$ cat config.mk
export PLATFORM = sky130hd
export DESIGN_NAME = ssa_core
export DESIGN_NICKNAME = d
export VERILOG_FILES = /design/src/ssa_pkg.sv /design/src/ssa_core.sv /design/src/ssa_ram.sv
export SDC_FILE = /design/constraint.sdc
export NUM_CORES = 1
export LEC_CHECK = 0
export BUFFER_PORTS_ARGS = -buffer_cell sky130_fd_sc_hd__buf_2
export CAP_MARGIN = 25
export CORE_MARGIN = 2
export CORE_UTILIZATION = 50
export DETAILED_ROUTE_END_ITERATION = 10
export MAX_ROUTING_LAYER = met4
export PLACE_DENSITY_LB_ADDON = 0.1
export SLEW_MARGIN = 20
export SYNTH_ARGS = -nofsm -noshare
export SYNTH_HDL_FRONTEND = slang
export SYNTH_SLANG_ARGS = --single-unit
export TNS_END_PERCENT = 20
$ cat constraint.sdc
create_clock -name clk_sys -period 3.6 [get_ports clk_sys]
set_clock_uncertainty 0.15 [all_clocks]
set_input_delay 0.54 -clock clk_sys [delete_from_list [all_inputs] [get_ports clk_sys]]
set_output_delay 0.54 -clock clk_sys [all_outputs]
set_load 0.1 [all_outputs]
$ cat src/ssa_pkg.sv
// constants, field layout and state codes of the sampling converter port
package ssa_pkg;
    localparam int NCH         = 8;
    localparam int AW          = 3;
    localparam int DW          = 8;
    // configuration word field positions
    localparam int ALL_BIT     = 7;
    localparam int PAIR_BIT    = 6;
    localparam int SIGNED_BIT  = 5;
    localparam int HOLD_BIT    = 4;
    localparam int SLEEP_BIT   = 3;
    localparam int PTR_LSB     = 0;
    // conversion time per channel, counted in external clock edges
    localparam int CONV_TIME_NS    = 3600;
    localparam int EXT_CLK_KHZ     = 5000;
    localparam int CONV_EDGES      = (CONV_TIME_NS * EXT_CLK_KHZ) / 1000000;
    localparam int CNT_W           = 5;
    localparam logic [CNT_W-1:0] CONV_LAST = CNT_W'(CONV_EDGES - 1);
    // reset values and top channel
    localparam logic [NCH-1:0] CFG_RST  = 8'h00;
    localparam logic [AW-1:0]  PTR_RST  = 3'h0;
    localparam logic [CNT_W-1:0] CNT_RST = 5'h00;
    localparam logic [AW-1:0]  CH_TOP   = 3'h7;

    typedef enum logic [2:0] {
        ST_IDLE = 3'b001,
        ST_FIND = 3'b010,
        ST_CONV = 3'b100
    } ssa_state_t;
endpackage

$ cat src/ssa_core.sv
// host port and conversion sequencer of the sampling converter
//
// Operation
// - strobes act only while chip select is low.
// - write rise loads configuration and starts conversion; write fall samples.
// - busy output low throughout a conversion, high otherwise.
// - bus carries results on reads and configuration on writes.
// - every channel samples together on the write fall, selected or not.
// - eight sampling channels feed one converter; results go to result ram.
// - later starting writes convert the loaded channels without reloading.
// - each read returns the word at the pointer, then steps the pointer.
// - multi-channel write fall clears the result pointer to zero.
// - hold-off write with an address lets the next read fetch it.
// - address bits pick the channel configured and the read location.
// - sleep bit lowers power; writes still accepted, settings kept.
// - hold-off clear starts conversion; set only stores and sets pointer.
// - signed range bit picks bipolar or unipolar range per channel.
// - pair bit picks differential or single-ended per channel.
// - all bit clear converts configured channels; set converts one.
// - range and pair changes apply from the following conversion.
// - hard-wired mode starts a full multi-channel conversion in one write.
// - open mode input means programmed mode from the configuration word.
// - channels converted in turn from the lowest selected one.
`timescale 1ns/1ps
`default_nettype none
module ssa_core
(
    // clock and reset
    input  wire logic                  clk_sys,
    input  wire logic                  rst,
    // host strobes, mode strap and converter clock
    input  wire logic                  cs_n,
    input  wire logic                  wr_n,
    input  wire logic                  rd_n,
    input  wire logic                  mode_prog,
    input  wire logic                  ext_clk,
    // shared bus, split into in, out and enable
    input  wire logic [ssa_pkg::DW-1:0] shared_bus_in,
    output var  logic [ssa_pkg::DW-1:0] shared_bus_out,
    output var  logic                  shared_bus_oe,
    // converter side
    input  wire logic [ssa_pkg::DW-1:0] conv_code,
    output var  logic                  sample_all,
    output var  logic [ssa_pkg::AW-1:0] conv_chan,
    output var  logic                  signed_range_select,
    output var  logic                  pair_input_select,
    output var  logic                  sleep_request,
    output var  logic                  busy_n
);
    import ssa_pkg::*;

    logic             wr_q_r;
    logic             rd_q_r;
    logic             ext_q_r;
    logic             wr_fall;
    logic             wr_rise;
    logic             rd_rise;
    logic             ext_edge;
    logic             hold_new;
    logic             single_new;
    logic             sleep_new;
    logic [AW-1:0]    ptr_new;
    logic             start_go;
    logic             conv_done;
    logic             ram_we;
    logic [NCH-1:0]   sel_mask;
    logic [NCH-1:0]   cfg_en_r;
    logic [NCH-1:0]   bip_pend_r;
    logic [NCH-1:0]   pair_pend_r;
    logic [NCH-1:0]   bip_act_r;
    logic [NCH-1:0]   pair_act_r;
    logic             single_r;
    logic [AW-1:0]    ptr_r;
    logic [AW-1:0]    ch_r;
    logic [CNT_W-1:0] cnt_r;
    ssa_state_t       st_r;
    ssa_state_t       st_nxt;

    // strobe edges, gated by chip select at the edge itself
    assign wr_fall    = ~cs_n & wr_q_r & ~wr_n;
    assign wr_rise    = ~cs_n & ~wr_q_r & wr_n;
    assign rd_rise    = ~cs_n & ~rd_q_r & rd_n;
    assign ext_edge   = ext_clk & ~ext_q_r;
    // configuration fields; a hard-wired part ignores the word
    assign hold_new   = mode_prog & shared_bus_in[HOLD_BIT];
    assign single_new = mode_prog & shared_bus_in[ALL_BIT];
    assign sleep_new  = mode_prog & shared_bus_in[SLEEP_BIT];
    assign ptr_new    = shared_bus_in[PTR_LSB +: AW];
    // a start while busy or with the word's sleep bit set is dropped; the word is still stored
    assign start_go   = wr_rise & ~hold_new & ~sleep_new
                        & (st_r == ST_IDLE);
    assign sel_mask   = mode_prog ? cfg_en_r : 8'hFF;
    assign conv_done  = (st_r == ST_CONV) & ext_edge & (cnt_r == CONV_LAST);
    assign ram_we     = conv_done;

    always_ff @(posedge clk_sys or posedge rst)
    begin
        if (rst)
        begin
            wr_q_r  <= 1'b1;
            rd_q_r  <= 1'b1;
            ext_q_r <= 1'b0;
        end
        else
        begin
            wr_q_r  <= wr_n | cs_n;
            rd_q_r  <= rd_n | cs_n;
            ext_q_r <= ext_clk;
        end
    end

    // configuration word: per-channel enables, range and pairing
    always_ff @(posedge clk_sys or posedge rst)
    begin
        if (rst)
        begin
            cfg_en_r    <= CFG_RST;
            bip_pend_r  <= CFG_RST;
            pair_pend_r <= CFG_RST;
            bip_act_r   <= CFG_RST;
            pair_act_r  <= CFG_RST;
            sleep_request <= 1'b0;
        end
        else if (wr_rise && mode_prog)
        begin
            // range and pair settings lag one write behind
            bip_act_r  <= bip_pend_r;
            pair_act_r <= pair_pend_r;
            bip_pend_r[ptr_new]  <= shared_bus_in[SIGNED_BIT];
            pair_pend_r[ptr_new] <= shared_bus_in[PAIR_BIT];
            if (!shared_bus_in[ALL_BIT])
            begin
                cfg_en_r[ptr_new] <= 1'b1;
            end
            // settings are kept across sleep
            sleep_request <= sleep_new;
        end
    end

    // result pointer; a clearing write fall or a loading write rise wins over a read step
    always_ff @(posedge clk_sys or posedge rst)
    begin
        if (rst)
        begin
            ptr_r <= PTR_RST;
        end
        else if (wr_fall && !single_new)
        begin
            ptr_r <= PTR_RST;
        end
        else if (wr_rise && (hold_new || single_new))
        begin
            ptr_r <= ptr_new;
        end
        else if (rd_rise)
        begin
            ptr_r <= ptr_r + 3'h1;
        end
    end

    // all track/holds sample on the write fall
    always_ff @(posedge clk_sys or posedge rst)
    begin
        if (rst)
        begin
            sample_all <= 1'b0;
        end
        else
        begin
            sample_all <= wr_fall;
        end
    end

    always_comb
    begin
        st_nxt = st_r;
        unique case (st_r)
            ST_IDLE:
            begin
                if (start_go)
                begin
                    st_nxt = single_new ? ST_CONV : ST_FIND;
                end
            end
            ST_FIND:
            begin
                if (sel_mask[ch_r])
                begin
                    st_nxt = ST_CONV;
                end
                else if (ch_r == CH_TOP)
                begin
                    st_nxt = ST_IDLE;
                end
            end
            ST_CONV:
            begin
                if (conv_done)
                begin
                    st_nxt = (single_r || ch_r == CH_TOP) ? ST_IDLE
                                                          : ST_FIND;
                end
            end
            default:
            begin
                st_nxt = ST_IDLE;
            end
        endcase
    end

    // sequencer: multi-channel runs scan upward from channel zero, one channel at a time; single runs go straight to the addressed channel
    always_ff @(posedge clk_sys or posedge rst)
    begin
        if (rst)
        begin
            st_r     <= ST_IDLE;
            ch_r     <= PTR_RST;
            cnt_r    <= CNT_RST;
            single_r <= 1'b0;
        end
        else
        begin
            st_r <= st_nxt;
            if (st_r == ST_IDLE && start_go)
            begin
                single_r <= single_new;
                ch_r     <= single_new ? ptr_new : PTR_RST;
                cnt_r    <= CNT_RST;
            end
            else if (st_r == ST_FIND && !sel_mask[ch_r] && ch_r != CH_TOP)
            begin
                ch_r <= ch_r + 3'h1;
            end
            else if (st_r == ST_CONV && ext_edge)
            begin
                cnt_r <= conv_done ? CNT_RST : cnt_r + 5'h01;
                if (conv_done && !single_r && ch_r != CH_TOP)
                begin
                    ch_r <= ch_r + 3'h1;
                end
            end
        end
    end

    // busy follows the next state, so it rises with the last ram write
    always_ff @(posedge clk_sys or posedge rst)
    begin
        if (rst)
        begin
            busy_n              <= 1'b1;
            conv_chan           <= PTR_RST;
            signed_range_select <= 1'b0;
            pair_input_select   <= 1'b0;
        end
        else
        begin
            busy_n              <= (st_nxt == ST_IDLE);
            conv_chan           <= ch_r;
            signed_range_select <= bip_act_r[ch_r];
            pair_input_select   <= pair_act_r[ch_r];
        end
    end

    // bus drive enable; data itself is the registered ram word
    always_ff @(posedge clk_sys or posedge rst)
    begin
        if (rst)
        begin
            shared_bus_oe <= 1'b0;
        end
        else
        begin
            shared_bus_oe <= ~cs_n & ~rd_n;
        end
    end

    ssa_ram u_ram (
        .clk_sys (clk_sys),
        .rst     (rst),
        .we      (ram_we),
        .waddr   (ch_r),
        .wdata   (conv_code),
        .raddr   (ptr_r),
        .rdata_r (shared_bus_out)
    );
endmodule
`default_nettype wire

$ cat src/ssa_ram.sv
// result memory: eight words, registered read data
`timescale 1ns/1ps
`default_nettype none
module ssa_ram
    import ssa_pkg::*;
(
    // clock and reset
    input  wire logic             clk_sys,
    input  wire logic             rst,
    // write side
    input  wire logic             we,
    input  wire logic [AW-1:0]    waddr,
    input  wire logic [DW-1:0]    wdata,
    // read side
    input  wire logic [AW-1:0]    raddr,
    output var  logic [DW-1:0]    rdata_r
);
    logic [DW-1:0] mem [NCH];

    // contents are not reset: like the part, results survive until overwritten
    always_ff @(posedge clk_sys)
    begin
        if (we)
        begin
            mem[waddr] <= wdata;
        end
    end

    always_ff @(posedge clk_sys or posedge rst)
    begin
        if (rst)
        begin
            rdata_r <= 8'h00;
        end
        else
        begin
            rdata_r <= mem[raddr];
        end
    end
endmodule
`default_nettype wire

Word-level counts from Yosys, hierarchy flattened

Memory sizes are Yosys's and may differ from the RTL's. A register that Yosys moved wholly into a read port is not among the register bits.
Cells that the tools add are included.

Add/sub/neg operators: 3
Magnitude comparators: 3
Equality and inequality tests: 8
Mux-type cells: 32
Bitwise operators: 28
Reductions and logical operators: 22

Operator list:

| operator                                                              | number |
|---|---|
| 3-bit two-way mux                                                     | 13 |
| 5-bit two-way mux                                                     | 4 |
| 1-bit AND                                                             | 16 |
| 8-bit bitwise mux                                                     | 2 |
| 1-bit logical AND                                                     | 10 |
| 1-bit binary-select mux with 3-bit select                             | 3 |
| 1-bit NOT                                                             | 9 |
| 3-bit case mux with 3 select lines                                    | 1 |
| 3-bit nonzero test                                                    | 3 |
| 3-bit by 4-bit < comparator with 1-bit output, second input constant  | 2 |
| 8-bit two-way mux                                                     | 1 |
| 8-bit bitwise OR                                                      | 1 |
| 3-bit by 1-bit adder with 3-bit output, second input constant         | 2 |
| 3-bit by 1-bit equality test with 1-bit output, second input constant | 2 |
| 3-bit equality test, second input constant                            | 2 |
| 1-bit two-way mux                                                     | 6 |
| 2-bit AND reduction                                                   | 3 |
| 5-bit by 1-bit adder with 5-bit output, second input constant         | 1 |
| 5-bit equality test, second input constant                            | 1 |
| 1-bit demux with 3-bit select                                         | 1 |
| 3-bit by 2-bit equality test with 1-bit output, second input constant | 1 |
| 3-bit by 1-bit >= comparator with 1-bit output, second input constant | 1 |
| 1-bit zero test                                                       | 3 |
| 3-bit inequality test, second input constant                          | 1 |
| 5 further kinds                                                       | 7 |

Register bits after elaboration: 67
Memory bits (writable): 64
Output and inout bits: 17
Logic and storage cells: 117
Memories kept: 1

Memories:

| memory    | depth | bits a word | rd ports | clocked after Yosys merged registers in | write ports | line          | RTL |
|---|---|---|---|---|---|---|---|
| u_ram.mem | 8     | 8           | 1        | 1                                       | 1           | ssa_ram.sv:18 | `logic [DW-1:0] mem [NCH];` |

Logic depth before layout (Yosys ltp)

Gate-level depths: netlist of run 1.

Depth in word-level cells: 10
Gate-level depth with buffers: 7
Mapped depth without buffers: 7

Cells and area by module

From an unflattened synthesis of run 1, not the netlist that was laid out.

Cells, all modules: 350
Area total of the unflattened synthesis: 5744.3 sq um

By module, submodules not included:

| module   | instances | cells an instance | area each (sq um) | sequential area each (sq um) |
|---|---|---|---|---|
| ssa_core | 1         | 235               | 3009.1            | 1681.6 |
| ssa_ram  | 1         | 115               | 2735.1            | 2122.0 |

Worst setup path before layout of run 1

OpenSTA, ideal clock, no wires.

Path kind: register to register
From: reg cnt_r[1]
To: mem u_ram.mem[0][0] (enable)
Library setup time: 395 ps
Data arrival time: 1873 ps
Data required time: 3055 ps
Path slack: 1183 ps
Stages on the path, launching flop included: 6
Cell sequence: dfrtp_1 inv_1 ha_1 and4bb_1 nand3_1 nor4_1

Cells in the longest elaborated chain, start to end: 4

RTL lines:

| item                                    | line            | RTL |
|---|---|---|
| start, declared                         | ssa_core.sv:75  | `logic [CNT_W-1:0] cnt_r;` |
| start signal, assigned                  | ssa_core.sv:236 | `cnt_r <= conv_done ? CNT_RST : cnt_r + 5'h01;` |
| 5-bit equality test                     | ssa_core.sv:93  | `assign conv_done = (st_r == ST_CONV) & ext_edge & (cnt_r == CONV_LAST);` |
| 1-bit AND                               | ssa_core.sv:93  |  |
| 1-bit two-way mux                       | ssa_ram.sv:23   | `if (we)` |
| 1-bit two-way mux (implied by the code) | ssa_ram.sv:25   | `mem[waddr] <= wdata;` |
| end, declared                           | ssa_ram.sv:18   |  |

Every way passes these cells.

Worst setup path after layout of run 1

From: reg cnt_r[1]
To: mem u_ram.mem[5][7] (enable)

The elaborated chain is that of the path after synthesis.

==> flow_summary.toml, run 1 <==
[outcome]
outcome = "finished, final reports clean"

[yosys]
ys_dominant_reg_cell = "dfrtp_1"
yosysWarningCount = 0
syn_avg_cell_area_um2 = 16.3
synth_async_sr_flop_share_pct = 54.0
synth-edff-count = 64
synth.ff_latch_count = 139
post_synth_instance_area_um2 = 5650
synth_seq_area_share_pct = 67.3
syn_nets = 375
synth.lib_cells_used.distinct = 51
netlist_instances = 347

[cts]
cts-resized-gates = 0
cts_bufs_inserted = 17
clk_root_buffer_cell = "clkbuf_16"
clkLatencyLatePin_ns = 0.42
path_clk_slew_ns = 0.05
cts-hold-fix-buffers = 0
cts_max_path_buffers = 2
tritoncts_clock_tree = "built"
cts-htree-levels = 4
cts.repair_timing.setup_buffer_count = 0
tritoncts_num_sinks = 139

[pwr]
pwr-share-seq_pct = 46.0
power_per_cell_area_nw_per_um2 = 628
p_clk_share_pct = 37.3
p_sw_w = 0.00119
switching_share_pct = 28.9
leakagePower_nw = 2.68
ir_worst_vdd_mv = 0.356
power.combinational.fraction_pct = 16.8
cellInternalPower_w = 0.00292

[setup_path]
worst_path_max_delay_cell = "nor2_1"
path_type_of_the_worst_setup_path = "reg -> reg"
ordered_cell_list_for_the_critical_path = "inv_1 > ha_1 > and4bb_1 > and3_1 > nand2_1 > nor2_1"
worst_setup_path_startpoint = "cnt_r[1]"
worstReg2RegEnd = "u_ram.mem[5][7]"
crit_path_end_kind = "flop"
regToRegSetupSlack_ns = 1.08
critPathLaunchType = "flop"
timing.reg2reg.worst_path_depth = 6
worst_path_largest_cell_delay_ns = 0.72
cp_data_arrival_time_ns = 2.41
r2r_start = "cnt_r[1]"
path_max_fanout = 8
timing.critical_path.required_ns = 3.48

[timing]
finalCriticalPeriod_ns = 2.52
timing.final.crit_share_pct = 70.1
slew_headroom_pct = 39.8
final-setup-viol-count = 0
finalWorstSetupSlack_ns = 1.08
finalHoldViolCount = 0
timing_worst_slew_pin_value_ns = 0.902
fin_setup_tns_ns = 0
grt_setup_unrepaired = "false"
fmax_mhz = 396
timing_max_transition_violations_final = 0

[worst_hold_path]
min-delay-path-class = "in -> async"

[detailed_routing]
detail_route.wirelength_mm = 10.8
count_of_antenna_violating_nets_left_after_detailed_routing = 0
via_count = 3116
post_detailed_route_drc_marker_count = 0
wire_per_inst_um = 19.6
drt_iter0_markers = 124
drt-pass1-iter-count = 4
via_per_inst = 5.66

[layout]
ratio_of_cells_with_drive_above_1_in_the_final_layout_pct = 37.0
antennaDiodeCount = 0
syn2layout_area_growth_pct = 15.9
num-nets-final = 426
most_common_cell_after_layout_fill_and_taps_aside = "dfrtp_1"
final_cell_mix = "71 x dfrtp_1, 64 x edfxtp_1, 43 x mux2_2"

[grt]
number_of_global_route_vias_before_repair = 3236
grt_max_degree = 42
global_route.overflow_total = 0
grt.total_usage_pct = 21.2
grt_pass1_wl_mm = 17.7
grt_antenna_before_repair = 0

[die]
dieArea_um2 = 12200
initial_core_utilization_pct = 51.7
dieHeight_um = 110
placementRows = 38
core_region_area_um2 = 10900
chipWidth_um = 110
ios = 40

[placement]
post-dp-hpwl_mm = 7.02
gpl.final_weighted_congestion = 0.797
portBuffers = 39
placement.setup.worst_slack_ns = 0.970

[run]
max-cap-violations = 0
[cells by family after synthesis]
family,Yosys count,share of synthesized area [%]
flops,139,67.3
simple gates,75,7.42
mux,71,18.2
compound gates,35,4.12
buf+inv,20,1.55
fa+ha+maj,5,1.11
xor+xnor,2,0.310
[power by group through the flow]
stage / registers [W] / clock network [W] / logic (W)
after floorplan: 0.00215 / 0 / 0.000309
after global placement: 0.00191 / 0 / 0.000689
after detailed placement: 0.00192 / 0 / 0.000694
after CTS: 0.00189 / 0.00156 / 0.000698
after global routing: 0.00191 / 0.00163 / 0.000737
final: 0.00189 / 0.00153 / 0.000689
[worst max-delay path: cells and delay by family (launching register included)]
family	cells	cell delay, ns
buffers and inverters	1	0.07
DFF	1	0.41
and+or+nand+nor	4	1.39
adders and majority gates	1	0.12
[synth_stat cells, types with 2 or more instances]
cell / count / area share (%)
a211oi_1: 3 / 0.40
a21o_1: 4 / 0.53
a21oi_1: 8 / 0.71
a31oi_1: 2 / 0.22
buf_1: 3 / 0.20
buf_2: 4 / 0.35
clkbuf_1: 7 / 0.47
dfrtp_1: 71 / 31
dfstp_2: 4 / 1.9
edfxtp_1: 64 / 34
ha_1: 5 / 1.1
inv_1: 5 / 0.33
mux2_2: 43 / 8.6
mux2i_1: 7 / 1.2
mux4_2: 21 / 8.4
nand2_1: 10 / 0.66
nand2b_1: 2 / 0.22
nand3_1: 8 / 0.71
nand4_1: 3 / 0.33
nor2_1: 19 / 1.3
nor2b_1: 4 / 0.44
nor3_1: 8 / 0.71
nor3b_1: 2 / 0.27
o211ai_1: 2 / 0.27
o21ai_0: 6 / 0.53
o21bai_1: 3 / 0.40
or2_2: 4 / 0.44
or3_1: 2 / 0.22
[per-layer routing]
metal | wire, µm | vias up | GRT usage, %
met5 | 0 | - | -
met4 | 114 | 0 | 6.70
met3 | 428 | 14 | 6.17
met2 | 5240 | 68 | 31.3
met1 | 5040 | 1610 | 28.7
li1 | - | 1424 | -
[registers in the layout, indices dropped and copies added, names as in the netlist, 3 cells and up]
register,flops
cnt_r,5
pair_act_r,8
bip_act_r,8
pair_pend_r,8
ptr_r,3
conv_chan,3
cfg_en_r,8
ch_r,3
bip_pend_r,8
u_ram.rdata_r,8
st_r,3
u_ram.mem,64
[area by class of cell]
type,count,area [µm²]
fill,836,4390
sequential,139,3800
multi-input combinational,188,1770
clock buffer,19,433
timing repair buffer,47,255
tap,140,175
clock inverter,13,86.3
inverter,5,20.0
[worst max-delay path by stage]
stage	endpoint	slack (ns)	cells after the start
after floorplan	bip_act_r[0]	1.01	1
after detailed placement	pair_pend_r[0]	0.97	6
after CTS	u_ram.mem[5][7]	0.99	6
after global routing	ch_r[1]	0.79	5
final	u_ram.mem[5][7]	1.08	6
after global placement	u_ram.mem[0][3]	0.79	4
[stage by stage]
step	instances	util, %	hold slack [ns]	cell area [µm²]	power (W)
2_1_floorplan	347	-	0.223	5650	0.00246
3_3_place_gp	519	55.0	0.289	6020	0.00260
3_5_place_dp	519	55.1	0.298	6030	0.00261
4_1_cts	551	59.9	0.0735	6550	0.00415
5_1_grt	551	59.9	0.0777	6550	0.00428
6_report	551	59.9	0.0862	6550	0.00411
Note: power is estimated with default switching activity, not from simulation.
==> inputs of run 2 (changes only) <==
==> constraint.sdc (replaced) <==
create_clock -name clk_sys -period 2.3 [get_ports clk_sys]
set_clock_uncertainty 0.15 [all_clocks]
set_input_delay 0.345 -clock clk_sys [delete_from_list [all_inputs] [get_ports clk_sys]]
set_output_delay 0.345 -clock clk_sys [all_outputs]
set_load 0.1 [all_outputs]
==> run 2 against run 1 <==
Sequential share of layout area fell by 1.7 points. Register-to-register slack lost 0.95 ns. Critical path depth increased by 1. Critical endpoint is now u_ram.mem[4][0]. Largest power group unchanged. Highest routed layer unchanged.
==> flow_summary.toml, run 2 (synthesis results as in run 1) <==
[outcome]
outcome = "finished, final reports clean"

[detailed_routing]
wire_per_inst_um = 19.0
via_count = 3120
post_detailed_route_drc_marker_count = 0
drt-pass1-iter-count = 4
via_per_inst = 5.52
detail_route.wirelength_mm = 10.7
count_of_antenna_violating_nets_left_after_detailed_routing = 0
drt_iter0_markers = 134

[layout]
final_cell_mix = "71 x dfrtp_1, 64 x edfxtp_1, 43 x mux2_2"
register_bank_with_the_most_flops = "u_ram.mem"
most_common_cell_after_layout_fill_and_taps_aside = "dfrtp_1"
ratio_of_cells_with_drive_above_1_in_the_final_layout_pct = 39.5
design_area_um2 = 6750
multiInputGateArea_um2 = 1770
fill_cells = 843
largest_register_ff_count = 64
num-nets-final = 440
syn2layout_area_growth_pct = 19.4
antennaDiodeCount = 0
ff_latch_area_um2 = 3800

[cts]
clkLatencyLatePin_ns = 0.41
tritoncts_num_sinks = 139
cts_bufs_inserted = 17
clk_root_buffer_cell = "clkbuf_16"
cts-htree-levels = 4
path_clk_slew_ns = 0.06
cts_max_path_buffers = 2
tritoncts_clock_tree = "built"

[grt]
grt.total_usage_pct = 21.1
grt_max_degree = 55
number_of_global_route_vias_before_repair = 3337
grt_antenna_before_repair = 0
global_route.overflow_total = 0
grt_pass1_wl_mm = 17.6

[setup_path]
regToRegSetupSlack_ns = 0.12
r2r_start = "cnt_r[1]"
timing.reg2reg.worst_path_depth = 7
critPathLaunchType = "flop"
path_type_of_the_worst_setup_path = "reg -> reg"
worst_setup_path_startpoint = "cnt_r[1]"
endpoint = "u_ram.mem[4][0]"
timing.critical_path.required_ns = 2.26
path_max_fanout = 8
worstReg2RegEnd = "u_ram.mem[4][0]"
crit_path_end_kind = "flop"
cp_data_arrival_time_ns = 2.14

[timing]
timing_worst_slew_pin_value_ns = 0.550
final.hold.worst_slack_ns = 0.0343
fin_setup_tns_ns = 0
fmax_mhz = 459
timing.final.crit_share_pct = 94.7
timing_max_transition_violations_final = 0
slew_headroom_pct = 63.3
grt_setup_unrepaired = "false"
finalCriticalPeriod_ns = 2.18
final-setup-viol-count = 0
finalHoldViolCount = 0

[pwr]
ir_worst_vdd_mv = 0.649
power_per_cell_area_nw_per_um2 = 991
leakagePower_nw = 2.78

[die]
ios = 40
chipWidth_um = 110
initial_core_utilization_pct = 51.7
dieHeight_um = 110
placementRows = 38
core_region_area_um2 = 10900
dieArea_um2 = 12200

[placement]
post-dp-hpwl_mm = 7.10
portBuffers = 39
gpl.final_weighted_congestion = 0.899
placement.cell_area_um2 = 6130

[worst_hold_path]
min-delay-path-class = "in -> reg"

[run]
max-cap-violations = 0
run 2: cell count changes in the layout (fill, tap and decap cells not counted), sizes merged:
cell / change
clkinvlp: +2
dlygate4sd3: +3
clkinv: -10
buf: +11
clkbuf: +7
inv: +1
run 2: metal layers:
layer / part of all wire, % / track usage, % / vias up
met2: 51 / 32.6 / 70
met5: 0 / - / -
met3: 3.9 / 4.82 / 16
met1: 43 / 26.8 / 1588
met4: 2.1 / 9.55 / 0
li1: - / - / 1446
run 2: layout make-up:
type                            instances  area share, %
Sequential cell                       139           56.4
Multi-Input combinational cell        188           26.2
Clock buffer                           26           7.70
Timing Repair Buffer                   61           5.82
Tap cell                              140           2.60
Clock inverter                          6          0.909
Inverter                                5          0.334
run 2: power by group:
part           switching, W  internal, W
sequential         0.000123      0.00277
combinational      0.000788     0.000387
clock              0.000959      0.00166
run 2: metrics by stage:
stage                     setup slack [ns]  utilization, %  std cells  power, W
after detailed placement             0.130            56.1        530   0.00413
after global placement               0.218            56.1        530   0.00411
after floorplan                     0.0266               -        347   0.00385
final                                0.122            61.7        565   0.00669
after CTS                            0.113            61.6        565   0.00676
after global routing                0.0402            61.7        565   0.00695
run 2: critical path, stage by stage, from the launching register on:
cell	delay (ns)
dfrtp_1	0.40
inv_1	0.07
ha_1	0.13
and4bb_1	0.36
and3_1	0.25
nand2_1	0.13
nor3_1	0.17
buf_4	0.22
run 2: timing repair:
action                                  in CTS  in global routing
endpoints found under the setup margin       0                 24
hold buffers                                 3                  0
setup buffers                                0                  0
endpoints found under the hold margin       19                  0
gates resized for setup                      0                  1
run 2: how the worst min path moves through the flow:
stage / startpoint / endpoint / slack [ns] / cells past startpoint
after floorplan: ch_r[1] / conv_chan[1] / 0.22 / 0
after global placement: rst / conv_chan[1] / 0.26 / 2
after detailed placement: rst / conv_chan[1] / 0.28 / 2
after CTS: shared_bus_in[3] / sleep_request / 0.02 / 2
after global routing: conv_code[6] / u_ram.mem[3][6] / 0.04 / 1
final: shared_bus_in[3] / sleep_request / 0.03 / 2
